## src/core/siae_map.vh

```
// Action codes, per-input parameter layout and timing constants for the input evaluator.
`ifndef SIAE_MAP_VH
`define SIAE_MAP_VH
`define SIAE_ACT_W 4
`define SIAE_ACT_NONE 4'h0
`define SIAE_ACT_TRIP_NORST 4'h1
`define SIAE_ACT_TRIP_AUTO 4'h2
`define SIAE_ACT_END_CW 4'h3
`define SIAE_ACT_END_CCW 4'h4
`define SIAE_ACT_GRP_WARN 4'h5
`define SIAE_ACT_MANUAL 4'h6
`define SIAE_ACT_EMERG 4'h7
`define SIAE_ACT_RUN_CW 4'h8
`define SIAE_ACT_RUN_CCW 4'h9
`define SIAE_ACT_QSTOP 4'hA
`define SIAE_ACT_TRIP_RESET 4'hB
`define SIAE_NUM_IN 4
`define SIAE_TIME_W 8
`define SIAE_TICK_US 1000
`define SIAE_CLK_MHZ 40
`define SIAE_TICK_CYC (`SIAE_TICK_US * `SIAE_CLK_MHZ)
`define SIAE_TICK_CNT_W 16
`define SIAE_TICK_LAST 16'h9C3F
`endif

```

## src/core/siae_input_cond.v

```verilog
// One input channel: debounce, pulse extension, polarity and retention.
`timescale 1ns/1ps
`default_nettype none
module siae_input_cond (
  input wire core_clk,
  input wire rst,
  input wire clk_en,
  input wire tick,
  input wire raw_in,
  input wire [7:0] debounce_ms,
  input wire [7:0] extend_ms,
  input wire nc_level,
  input wire retentive,
  input wire clear_latch,
  output reg stable_ff,
  output reg reported_ff,
  output wire active,
  output wire active_edge
);
  reg [7:0] deb_cnt_ff;
  reg [7:0] ext_cnt_ff;
  reg lvl_prev_ff;
  reg latch_ff;
  wire lvl;
  // Polarity applies to the action only; the reported bit always shows voltage.
  assign lvl = stable_ff ^ nc_level;
  assign active_edge = lvl & ~lvl_prev_ff;
  assign active = retentive ? latch_ff : lvl;
  always @(posedge core_clk) begin
    if (rst) begin
      deb_cnt_ff <= 8'h00;
      ext_cnt_ff <= 8'h00;
      stable_ff <= 1'b0;
      reported_ff <= 1'b0;
      lvl_prev_ff <= 1'b0;
      latch_ff <= 1'b0;
    end else if (clk_en) begin
      if (raw_in == stable_ff) begin
        deb_cnt_ff <= 8'h00;
      end else if (deb_cnt_ff >= debounce_ms) begin
        stable_ff <= raw_in;
        deb_cnt_ff <= 8'h00;
      end else if (tick) begin
        deb_cnt_ff <= deb_cnt_ff + 8'h01;
      end
      if (stable_ff) begin
        ext_cnt_ff <= extend_ms;
        reported_ff <= 1'b1;
      end else if (ext_cnt_ff != 8'h00) begin
        if (tick) begin
          ext_cnt_ff <= ext_cnt_ff - 8'h01;
        end
      end else begin
        reported_ff <= 1'b0;
      end
      lvl_prev_ff <= lvl;
      // A new active edge wins over a clear in the same cycle.
      if (active_edge) begin
        latch_ff <= 1'b1;
      end else if (clear_latch) begin
        latch_ff <= 1'b0;
      end
    end
  end
endmodule // siae_input_cond
`default_nettype wire

```

## src/core/siae_evaluator.v

```verilog
// Top of the starter input action evaluator.
`timescale 1ns/1ps
`default_nettype none
`include "siae_map.vh"
module siae_evaluator (
  input wire core_clk,
  input wire rst,
  input wire clk_en,
  input wire [3:0] digital_input,
  input wire [15:0] cfg_action,
  input wire [3:0] cfg_nc_level,
  input wire [3:0] cfg_retentive,
  input wire [31:0] cfg_debounce_ms,
  input wire [31:0] cfg_extend_ms,
  input wire cfg_load,
  input wire bus_cmd_cw,
  input wire bus_cmd_ccw,
  input wire bus_cmd_brake,
  input wire trip_ack,
  input wire quick_stop_disable,
  input wire internal_trip,
  input wire self_protect_trip,
  output reg [3:0] process_image_in_ff,
  output reg motor_cw_ff,
  output reg motor_ccw_ff,
  output reg brake_ff,
  output reg input_trip_ff,
  output reg group_fault_ff,
  output reg group_warning_ff,
  output reg manual_local_ff,
  output reg param_reject_ff,
  output reg end_cw_block_ff,
  output reg end_ccw_block_ff
);
  // Live parameter set; only a consistent set is adopted on cfg_load.
  reg [15:0] act_ff;
  reg [3:0] nc_ff;
  reg [3:0] ret_ff;
  reg [31:0] deb_ff;
  reg [31:0] ext_ff;
  reg [15:0] tick_cnt_ff;
  reg tick_ff;
  reg latched_trip_ff;
  reg end_brake_hold_ff;
  reg qstop_latch_ff;
  reg [3:0] prev_nc_trip_ff;
  wire [3:0] stable;
  wire [3:0] reported;
  wire [3:0] active;
  wire [3:0] edge_act;
  wire [3:0] clr;
  wire [3:0] is_trip_norst;
  wire [3:0] is_trip_auto;
  wire [3:0] is_end_cw;
  wire [3:0] is_end_ccw;
  wire [3:0] is_warn;
  wire [3:0] is_manual;
  wire [3:0] is_emerg;
  wire [3:0] is_run_cw;
  wire [3:0] is_run_ccw;
  wire [3:0] is_qstop;
  wire [3:0] is_reset;
  wire [3:0] cfg_bad_pol;
  wire [3:0] cfg_ret_run;
  wire [3:0] cfg_guard;
  wire [3:0] polchg_trip;
  wire trip_reset_ev;
  wire cfg_ok;
  genvar gi;
  generate
    for (gi = 0; gi < `SIAE_NUM_IN; gi = gi + 1) begin : g_in
      wire [3:0] a;
      wire [3:0] ca;
      wire ret_ok;
      assign a = act_ff[gi*4 +: 4];
      assign ca = cfg_action[gi*4 +: 4];
      // Trip, end-position, manual and emergency actions always follow the input level.
      assign ret_ok = ret_ff[gi] & ((a == `SIAE_ACT_GRP_WARN) | (a == `SIAE_ACT_RUN_CW) |
        (a == `SIAE_ACT_RUN_CCW) | (a == `SIAE_ACT_QSTOP));
      assign is_trip_norst[gi] = active[gi] & (a == `SIAE_ACT_TRIP_NORST);
      assign is_trip_auto[gi] = active[gi] & (a == `SIAE_ACT_TRIP_AUTO);
      assign is_end_cw[gi] = active[gi] & (a == `SIAE_ACT_END_CW);
      assign is_end_ccw[gi] = active[gi] & (a == `SIAE_ACT_END_CCW);
      assign is_warn[gi] = active[gi] & (a == `SIAE_ACT_GRP_WARN);
      assign is_manual[gi] = active[gi] & (a == `SIAE_ACT_MANUAL);
      assign is_emerg[gi] = active[gi] & (a == `SIAE_ACT_EMERG);
      assign is_run_cw[gi] = active[gi] & (a == `SIAE_ACT_RUN_CW);
      assign is_run_ccw[gi] = active[gi] & (a == `SIAE_ACT_RUN_CCW);
      assign is_qstop[gi] = edge_act[gi] & (a == `SIAE_ACT_QSTOP);
      assign is_reset[gi] = edge_act[gi] & (a == `SIAE_ACT_TRIP_RESET);
      // Polarity restriction checked on the incoming set.
      assign cfg_bad_pol[gi] = cfg_nc_level[gi] & ((ca == `SIAE_ACT_EMERG) |
        (ca == `SIAE_ACT_RUN_CW) | (ca == `SIAE_ACT_RUN_CCW) |
        (ca == `SIAE_ACT_TRIP_RESET));
      assign cfg_ret_run[gi] = cfg_retentive[gi] &
        ((ca == `SIAE_ACT_RUN_CW) | (ca == `SIAE_ACT_RUN_CCW));
      assign cfg_guard[gi] = (ca == `SIAE_ACT_TRIP_NORST) | (ca == `SIAE_ACT_TRIP_AUTO) |
        (ca == `SIAE_ACT_END_CW) | (ca == `SIAE_ACT_END_CCW) | (ca == `SIAE_ACT_QSTOP);
      // NC-to-NO switch on a no-restart trip input that is open.
      assign polchg_trip[gi] = cfg_load & cfg_ok & nc_ff[gi] & ~cfg_nc_level[gi] &
        (ca == `SIAE_ACT_TRIP_NORST);
      // Retentive warnings clear on trip reset; retentive runs on quick stop or fault.
      assign clr[gi] = (a == `SIAE_ACT_GRP_WARN) ? trip_reset_ev :
        (((a == `SIAE_ACT_RUN_CW) | (a == `SIAE_ACT_RUN_CCW)) ?
        (qstop_latch_ff | group_fault_ff) : 1'b0);
      siae_input_cond u_cond (
        .core_clk(core_clk),
        .rst(rst),
        .clk_en(clk_en),
        .tick(tick_ff),
        .raw_in(digital_input[gi]),
        .debounce_ms(deb_ff[gi*8 +: 8]),
        .extend_ms(ext_ff[gi*8 +: 8]),
        .nc_level(nc_ff[gi]),
        .retentive(ret_ok),
        .clear_latch(clr[gi]),
        .stable_ff(stable[gi]),
        .reported_ff(reported[gi]),
        .active(active[gi]),
        .active_edge(edge_act[gi])
      );
    end
  endgenerate
  assign trip_reset_ev = (|is_reset) | trip_ack;
  assign cfg_ok = ~(|cfg_bad_pol) & ~((|cfg_ret_run) & ~(|cfg_guard));
  // All per-input effects are ORed below; an emergency-start input masks the trip inputs, and quick-stop, end and opposite run inputs block a run.
  wire trip_now;
  wire run_cw_req;
  wire run_ccw_req;
  wire brake_req;
  wire trip_block;
  wire manual_any;
  assign trip_now = (|is_trip_norst) | (|is_trip_auto) | (|is_end_cw) | (|is_end_ccw);
  assign manual_any = (|is_manual) | (manual_local_ff & ((|is_run_cw) | (|is_run_ccw)));
  assign run_cw_req = manual_any ? (|is_run_cw) : bus_cmd_cw;
  assign run_ccw_req = manual_any ? (|is_run_ccw) : bus_cmd_ccw;
  assign brake_req = manual_any ? ((|is_run_cw) | (|is_run_ccw)) : bus_cmd_brake;
  // Emergency start overrides internal trips but never self-protection.
  assign trip_block = self_protect_trip | ((trip_now | latched_trip_ff | internal_trip |
    input_trip_ff) & ~(|is_emerg));
  always @(posedge core_clk) begin
    if (rst) begin
      act_ff <= 16'h0000;
      nc_ff <= 4'h0;
      ret_ff <= 4'h0;
      deb_ff <= 32'h0000_0000;
      ext_ff <= 32'h0000_0000;
      tick_cnt_ff <= 16'h0000;
      tick_ff <= 1'b0;
      process_image_in_ff <= 4'h0;
      motor_cw_ff <= 1'b0;
      motor_ccw_ff <= 1'b0;
      brake_ff <= 1'b0;
      input_trip_ff <= 1'b0;
      group_fault_ff <= 1'b0;
      group_warning_ff <= 1'b0;
      manual_local_ff <= 1'b0;
      param_reject_ff <= 1'b0;
      end_cw_block_ff <= 1'b0;
      end_ccw_block_ff <= 1'b0;
      latched_trip_ff <= 1'b0;
      end_brake_hold_ff <= 1'b0;
      qstop_latch_ff <= 1'b0;
      prev_nc_trip_ff <= 4'h0;
    end else if (clk_en) begin
      // Millisecond time base shared by all debounce and extension counters.
      tick_ff <= (tick_cnt_ff == `SIAE_TICK_LAST);
      tick_cnt_ff <= (tick_cnt_ff == `SIAE_TICK_LAST) ? 16'h0000 : tick_cnt_ff + 16'h0001;
      process_image_in_ff <= reported;
      if (cfg_load) begin
        if (cfg_ok) begin
          act_ff <= cfg_action;
          nc_ff <= cfg_nc_level;
          ret_ff <= cfg_retentive;
          deb_ff <= cfg_debounce_ms;
          ext_ff <= cfg_extend_ms;
          param_reject_ff <= 1'b0;
        end else begin
          param_reject_ff <= 1'b1;
        end
      end
      prev_nc_trip_ff <= polchg_trip;
      // Trip-without-restart holds until acknowledged after the cause is gone.
      // The polarity-change check looks only at the input that was switched.
      if ((|is_trip_norst) | (|(prev_nc_trip_ff & ~stable))) begin
        latched_trip_ff <= 1'b1;
        input_trip_ff <= 1'b1;
      end else if (trip_reset_ev) begin
        latched_trip_ff <= 1'b0;
        input_trip_ff <= 1'b0;
      end
      // Auto-restart trips drop with their cause, so the fault follows the level.
      group_fault_ff <= trip_now | latched_trip_ff;
      if (|is_warn) begin
        group_warning_ff <= 1'b1;
      end else begin
        group_warning_ff <= 1'b0;
      end
      manual_local_ff <= manual_any;
      if (|is_qstop) begin
        qstop_latch_ff <= 1'b1;
      end else if (quick_stop_disable | (~run_cw_req & ~run_ccw_req)) begin
        qstop_latch_ff <= 1'b0;
      end
      if (|is_end_cw) begin
        end_cw_block_ff <= 1'b1;
        end_brake_hold_ff <= 1'b1;
      end else if (run_ccw_req) begin
        end_cw_block_ff <= 1'b0;
      end
      if (|is_end_ccw) begin
        end_ccw_block_ff <= 1'b1;
        end_brake_hold_ff <= 1'b1;
      end else if (run_cw_req) begin
        end_ccw_block_ff <= 1'b0;
      end
      if (~((|is_end_cw) | (|is_end_ccw)) & ~brake_req & ~run_cw_req & ~run_ccw_req) begin
        end_brake_hold_ff <= 1'b0;
      end
      motor_cw_ff <= run_cw_req & ~run_ccw_req & ~trip_block & ~qstop_latch_ff &
        ~(|is_qstop) & ~end_cw_block_ff;
      motor_ccw_ff <= run_ccw_req & ~run_cw_req & ~trip_block & ~qstop_latch_ff &
        ~(|is_qstop) & ~end_ccw_block_ff;
      brake_ff <= brake_req & ~trip_block & ~qstop_latch_ff & ~(|is_qstop) &
        ~end_brake_hold_ff;
    end
  end
endmodule // siae_evaluator
`default_nettype wire

```

## config.mk

```make
export PLATFORM = sky130hd
export DESIGN_NAME = siae_evaluator
export DESIGN_NICKNAME = d
export VERILOG_FILES = /design/src/core/siae_input_cond.v /design/src/core/siae_evaluator.v
export VERILOG_INCLUDE_DIRS = /design/src /design/src/core
export SDC_FILE = /design/constraint.sdc
export NUM_CORES = 1
export LEC_CHECK = 0
export BUFFER_PORTS_ARGS = -buffer_cell sky130_fd_sc_hd__buf_2
export CAP_MARGIN = 20
export CORE_MARGIN = 2
export CORE_UTILIZATION = 40
export DETAILED_ROUTE_END_ITERATION = 10
export GPL_TIMING_DRIVEN = 0
export SYNTH_ARGS = -nofsm -noshare
export SYNTH_HDL_FRONTEND = slang
export SYNTH_SLANG_ARGS = --single-unit
```

## constraint.sdc

```tcl
create_clock -name core_clk -period 2.5 [get_ports core_clk]
set_input_delay 0.5 -clock core_clk [delete_from_list [all_inputs] [get_ports core_clk]]
set_output_delay 0.5 -clock core_clk [all_outputs]
set_load 0.1 [all_outputs]
```

# Word level (Yosys, flattened, before mapping)
# Cells that the tools add are included.
classes:
  n_eq_ne: 89
  n_shift: 0
  bitwise_logic: 189
  mux: 69
  magnitude_cmp: 4
  reduce_logical: 67
  mul: 0
  addsub: 9
  div_mod_pow: 0
ops:
  columns: ["op", "count"]
  rows:
  - ["8-bit two-way mux", 24]
  - ["4-bit == test (second input constant)", 32]
  - ["4-bit by 3-bit == test with 1-bit output (second input constant)", 24]
  - ["1-bit bitwise AND", 95]
  - ["4-bit by 2-bit == test with 1-bit output (second input constant)", 16]
  - ["1-bit bitwise OR", 62]
  - ["4-bit OR reduction", 15]
  - ["1-bit two-way mux", 44]
  - ["2-bit AND reduction", 18]
  - ["8-bit by 1-bit adder with 8-bit output (second input constant)", 4]
  - ["4-bit by 1-bit == test with 1-bit output (second input constant)", 8]
  - ["8-bit greater-or-equal comparator", 4]
  - ["2-bit nonzero test", 16]
  - ["8-bit nonzero test", 4]
  - ["8-bit by 1-bit subtractor with 8-bit output (second input constant)", 4]
  - ["3-bit AND reduction", 9]
  - ["1-bit inverter", 26]
  - ["16-bit by 1-bit adder with 16-bit output (second input constant)", 1]
  - ["16-bit == test (second input constant)", 1]
  - ["16-bit two-way mux", 1]
  - ["3-bit nonzero test", 5]
  - ["2-bit by 1-bit inequality test with 1-bit output (second input constant)", 4]
  - ["4-bit bitwise AND", 1]
  - ["1-bit == test", 4]
  - ["2 further kinds", 5]
totals:
  ramBits: 0
  latch_bits: 0
  ff_bits: 205
  n_memories: 0
  mem_bits_ro: 0
  word_cells: 472
  inputBits: 103

# Longest topological paths before layout
logic_depth:
  depth_word: 21
  ltp_mapped: 10
  mapped_depth_nobuf: 10

# Cells and area by module
# A second synthesis with hierarchy kept.
unflattened:
  cells_unflattened: 1451
  area_unflattened_um2: 11398.4
modules_own_cells:
  columns: ["mod", "n_inst", "area_each_um2", "cells_per_inst"]
  rows:
  - ["siae_evaluator", 1, 6028.3, 759]
  - ["siae_input_cond", 4, 1342.5, 173]

# Least setup slack after synthesis
# Ideal clock, no wire load.
synth_path:
  path_type: "input to register"
  from: "in cfg_action[15]"
  to: "reg deb_ff[0]"
  t_required_ns: 2.372
  arrival_ns: 2.111
  path_buffers: 3
  path_stages: 10
  setup_slack_ns: 0.262
  cell_sequence: "buf_2 mux2i_1 a22o_1 a222oi_1 nand4_1 nor2_1 buf_4 buf_4 mux2i_1 nor2_1"
synth_via:
  elab_chain_cells: 11
synth_lines:
  columns: ["element", "line", "source"]
  rows:
  - ["start: declaration", "siae_evaluator.v:10", "input wire [15:0] cfg_action,"]
  - ["4-bit by 1-bit == test with 1-bit output (no line) / 4-bit by 2-bit == test with 1-bit output (equally long branches)", null, null]
  - ["1-bit bitwise OR (4 in series)", "siae_evaluator.v:97", "assign cfg_guard[gi] = (ca == `SIAE_ACT_TRIP_NORST) | (ca == `SIAE_ACT_TRIP_AUTO) |"]
  - ["4-bit OR reduction", "siae_evaluator.v:125", "assign cfg_ok = ~(|cfg_bad_pol) & ~((|cfg_ret_run) & ~(|cfg_guard));"]
  - ["1-bit inverter", "siae_evaluator.v:125", null]
  - ["1-bit bitwise AND", "siae_evaluator.v:125", null]
  - ["1-bit inverter", "siae_evaluator.v:125", null]
  - ["1-bit bitwise AND (*)", "siae_evaluator.v:125", null]
  - ["3-bit AND reduction (no line) (*)", null, null]
  - ["end signal: assignment", "siae_evaluator.v:175", "deb_ff <= cfg_debounce_ms;"]
  - ["end: declaration", "siae_evaluator.v:39", "reg [31:0] deb_ff;"]
# Mark *: on every way between the ends. The rest lies on a longest branch, timed or not.
# A chain may end at the register's enable or synchronous reset.

# Worst setup path in the final report
layout_path:
  from: "in clk_en"
  to: "reg g_in[2].u_cond.deb_cnt_ff[2]"
layout_via:
  elab_chain_cells: 1
layout_lines:
  columns: ["element", "line", "source"]
  rows:
  - ["start: declaration", "siae_evaluator.v:8", "input wire clk_en,"]
  - ["2-bit AND reduction (no line)", null, null]
  - ["end signal: assignment", "siae_input_cond.v:44", "deb_cnt_ff <= deb_cnt_ff + 8'h01;"]
  - ["end: declaration", "siae_input_cond.v:20", "reg [7:0] deb_cnt_ff;"]
# Every way passes these cells.

==> reports/metrics.yaml <==
hold_class: "in2reg"
die_w_um: 169.0
worst_slack_ns: 0.01710
reg2reg_slack_ns: 0.08
io_pins: 117
period_share_pct: 99.32
synth-seq-cells: 205
p_int_mw: 6.261
worstMarginPinSlew_ns: 0.9558
period_minus_slack_ns: 2.483
dpl_worst_slack_ns: -0.5235
synth_cell_types: 73
grt_pass1_vias: 9228
async_reset_ff_share_pct: 0
initial_core_util_pct: 40.51
ys_warn_count: 0
arrival_ns: 2.94
htreeDepth: 1
setup_viol: 0
p_leak_nw: 4.859
drt_first_pass_iters: 6
coreArea_um2: 26880
die_area_um2: 28560
hp-start: "cfg_extend_ms[15]"
cts_root_buf: "clkbuf_16"
p_sw_share_pct: 28.36
p_seq_share_pct: 40.7
clock-sinks: 205
max_freq_mhz: 402.8
reg2regPathDepth: 9
antenna_found_initial: 0
drc: 0
fp-row-count: 60
drive_above_1_share_pct: 13.87
cts_tree: "done"
synth-edff-count: 0
place.gp.congestion: 0.8967
placed_area_um2: 11890
vias: 10060
finalInstanceArea_um2: 12790
worst_setup_path_end_kind: "flip-flop"
syn2layout_area_growth_pct: 17.46
port_buffers: 114
crit_end: "g_in[2].u_cond.deb_cnt_ff[2]$_SDFFE_PP0P_"
critPathKind: "in2reg"
cts.path.max_buffers: 3
wl_per_cell_um: 17.53
grt_pass1_wl_um: 50030
die_y_um: 169.0
syn_avg_cell_area_um2: 8.343
cp-startpoint: "clk_en"
nNetsFinal: 1594
hpwl_um: 23010
power.total_mw: 8.740
ant_nets: 0
grt-ovfl-total: 0
reg2reg_from: "g_in[1].u_cond.stable_ff$_SDFFE_PP0P_"
grt_max_degree: 13
track_usage_pct: 21.72
vdd_drop_max_mv: 0.4270
powerDensity_nw_per_um2: 683.4
final_util_pct: 47.58
fillCellCount: 2698
routed_wirelength_um: 31650
hold_buffers: 0
synth_ff_type: "dfxtp_1"
yosysSeqAreaShare_pct: 37.69
rsz0062_at_grt: "yes"
synth_nets: 1453
cts_buffers: 24
r2r-end: "brake_ff$_SDFFE_PP0P_"
syn_inst: 1305
slew_violations: 0
drt_iter0_drc: 717
clk_latency_ns: 0.52
timing.slew.headroom_pct: 36.28
diodes: 0
timing.hold.ws_ns: 0.2058
netlist_area_um2: 10890
combPwrFrac_pct: 16.9
worstPathRequired_ns: 2.95
path_clk_slew_ns: 0.06
worst_setup_path_start_kind: "input pin"
power.switching_mw: 2.479
fin_skew_ns: 0.01060
max_cap_viol_count: 0
via_per_inst: 5.574
status: "finished, final reports clean"
clkPwrFrac_pct: 42.4
worst-path-max-fanout: 10
hold_viol_final: 0
repair_timing:
item / 4_1_cts / 5_1_grt
setup buffers: 0 / 1
resized for setup: 0 / 18
endpoints found under the setup margin: 0 / 60
worst max-delay path, cell delays in order:
cell and delay (ns):
clkbuf_1 0.27, inv_1 0.32, clkbuf_1 0.57, clkbuf_1 0.78, o21bai_1 0.32, nor2_1 0.16
how the worst min path moves through the flow:
stage,end,slack [ns],cells past startpoint
after floorplan,g_in[0].u_cond.ext_cnt_ff[5]$_SDFFE_PP0P_,0.44,2
after global placement,brake_ff$_SDFFE_PP0P_,0.45,1
after detailed placement,brake_ff$_SDFFE_PP0P_,0.45,1
after CTS,ext_ff[10]$_SDFFE_PP0P_,0.20,3
after global routing,deb_ff[1]$_SDFFE_PP0P_,0.21,3
final,ext_ff[15]$_SDFFE_PP0P_,0.21,3
cell usage in the layout, fill, tap and decap left out, types with 15 or more instances in the layout:
cell / instances
xor2_1: 22
inv_1: 59
dfxtp_1: 204
o21ai_0: 70
nor2_1: 203
ha_1: 45
clkbuf_16: 25
a211oi_1: 19
mux2i_1: 103
and3_1: 17
nor3_1: 31
nand4b_1: 15
a21oi_1: 94
buf_2: 119
nor2b_1: 20
nor4_1: 22
nand2_1: 66
clkbuf_1: 49
nand4_1: 15
nand2b_1: 33
nand3_1: 31
registers in the layout, indices dropped and copies added (netlist names), 4 cells and up:
register                 flops
g_in.u_cond.stable_ff        4
tick_cnt_ff                 16
g_in.u_cond.lvl_prev_ff      4
nc_ff                        4
ext_ff                      32
g_in.u_cond.ext_cnt_ff      32
process_image_in_ff          4
g_in.u_cond.reported_ff      4
ret_ff                       4
g_in.u_cond.latch_ff         4
prev_nc_trip_ff              4
g_in.u_cond.deb_cnt_ff      32
act_ff                      16
deb_ff                      32
logic make-up (layout without fill, tap and decap cells):
logic type / count (synthesis) / in the layout / synth area share, %
AOI/OAI and AO/OA: 303 / 303 / 17.51
DFF: 205 / 205 / 37.69
muxes: 103 / 103 / 9.469
xor gates and xnor gates: 31 / 31 / 3.080
adders and majority gates: 45 / 45 / 5.171
buffers and inverters: 125 / 284 / 4.815
and+or+nand+nor: 493 / 493 / 22.26
cell usage after synthesis (all sizes together), types with 22 or more instances:
master	number	share of area, %
nand2b	33	1.9
clkbuf	46	1.6
nor3	32	1.5
inv	59	2.0
nor4	24	1.4
nand2	66	2.3
mux2i	103	9.5
o21ai	77	3.6
xor2	22	1.8
nand3	31	1.4
ha	45	5.2
a21oi	101	4.7
dfxtp	205	38
nor2	203	7.0
stage by stage:
stage | setup TNS [ns] | std cells
floorplan | 0 | 1305
global placement | -50.92 | 1760
detailed placement | -52.71 | 1760
CTS | 0 | 1804
global route | -0.01275 | 1805
finish | 0 | 1805
per-layer routing:
metal	vias up	share of wire (%)	track usage (%)	wire length, um
met1	4718	48	30.92	15120
met4	0	2.5	5.611	789
met3	57	5.2	2.549	1638
li1	4967	-	-	-
met5	-	0	0	0
met2	319	45	35.01	14100
power groups by stage:
stage               Sequential [mW]  Combinational (mW)  Clock (mW)
detailed placement             3.62                1.44           0
finish                         3.55                1.48        3.71
global placement               3.62                1.42           0
floorplan                      3.63               0.993           0
CTS                            3.55                1.45        3.77
global route                   3.57                1.64        3.89
cell type report:
cell class	instances	area, um^2	share of cell area, %
Sequential cell	205	4105	32.10
Tap cell	341	426.7	3.336
Clock buffer	35	713.2	5.577
Timing Repair Buffer	115	578.1	4.520
Buffer	66	306.5	2.397
Inverter	59	221.5	1.732
Clock inverter	9	122.6	0.9588
Multi-Input combinational cell	975	6315	49.38
(Power assumes the default switching activity.)
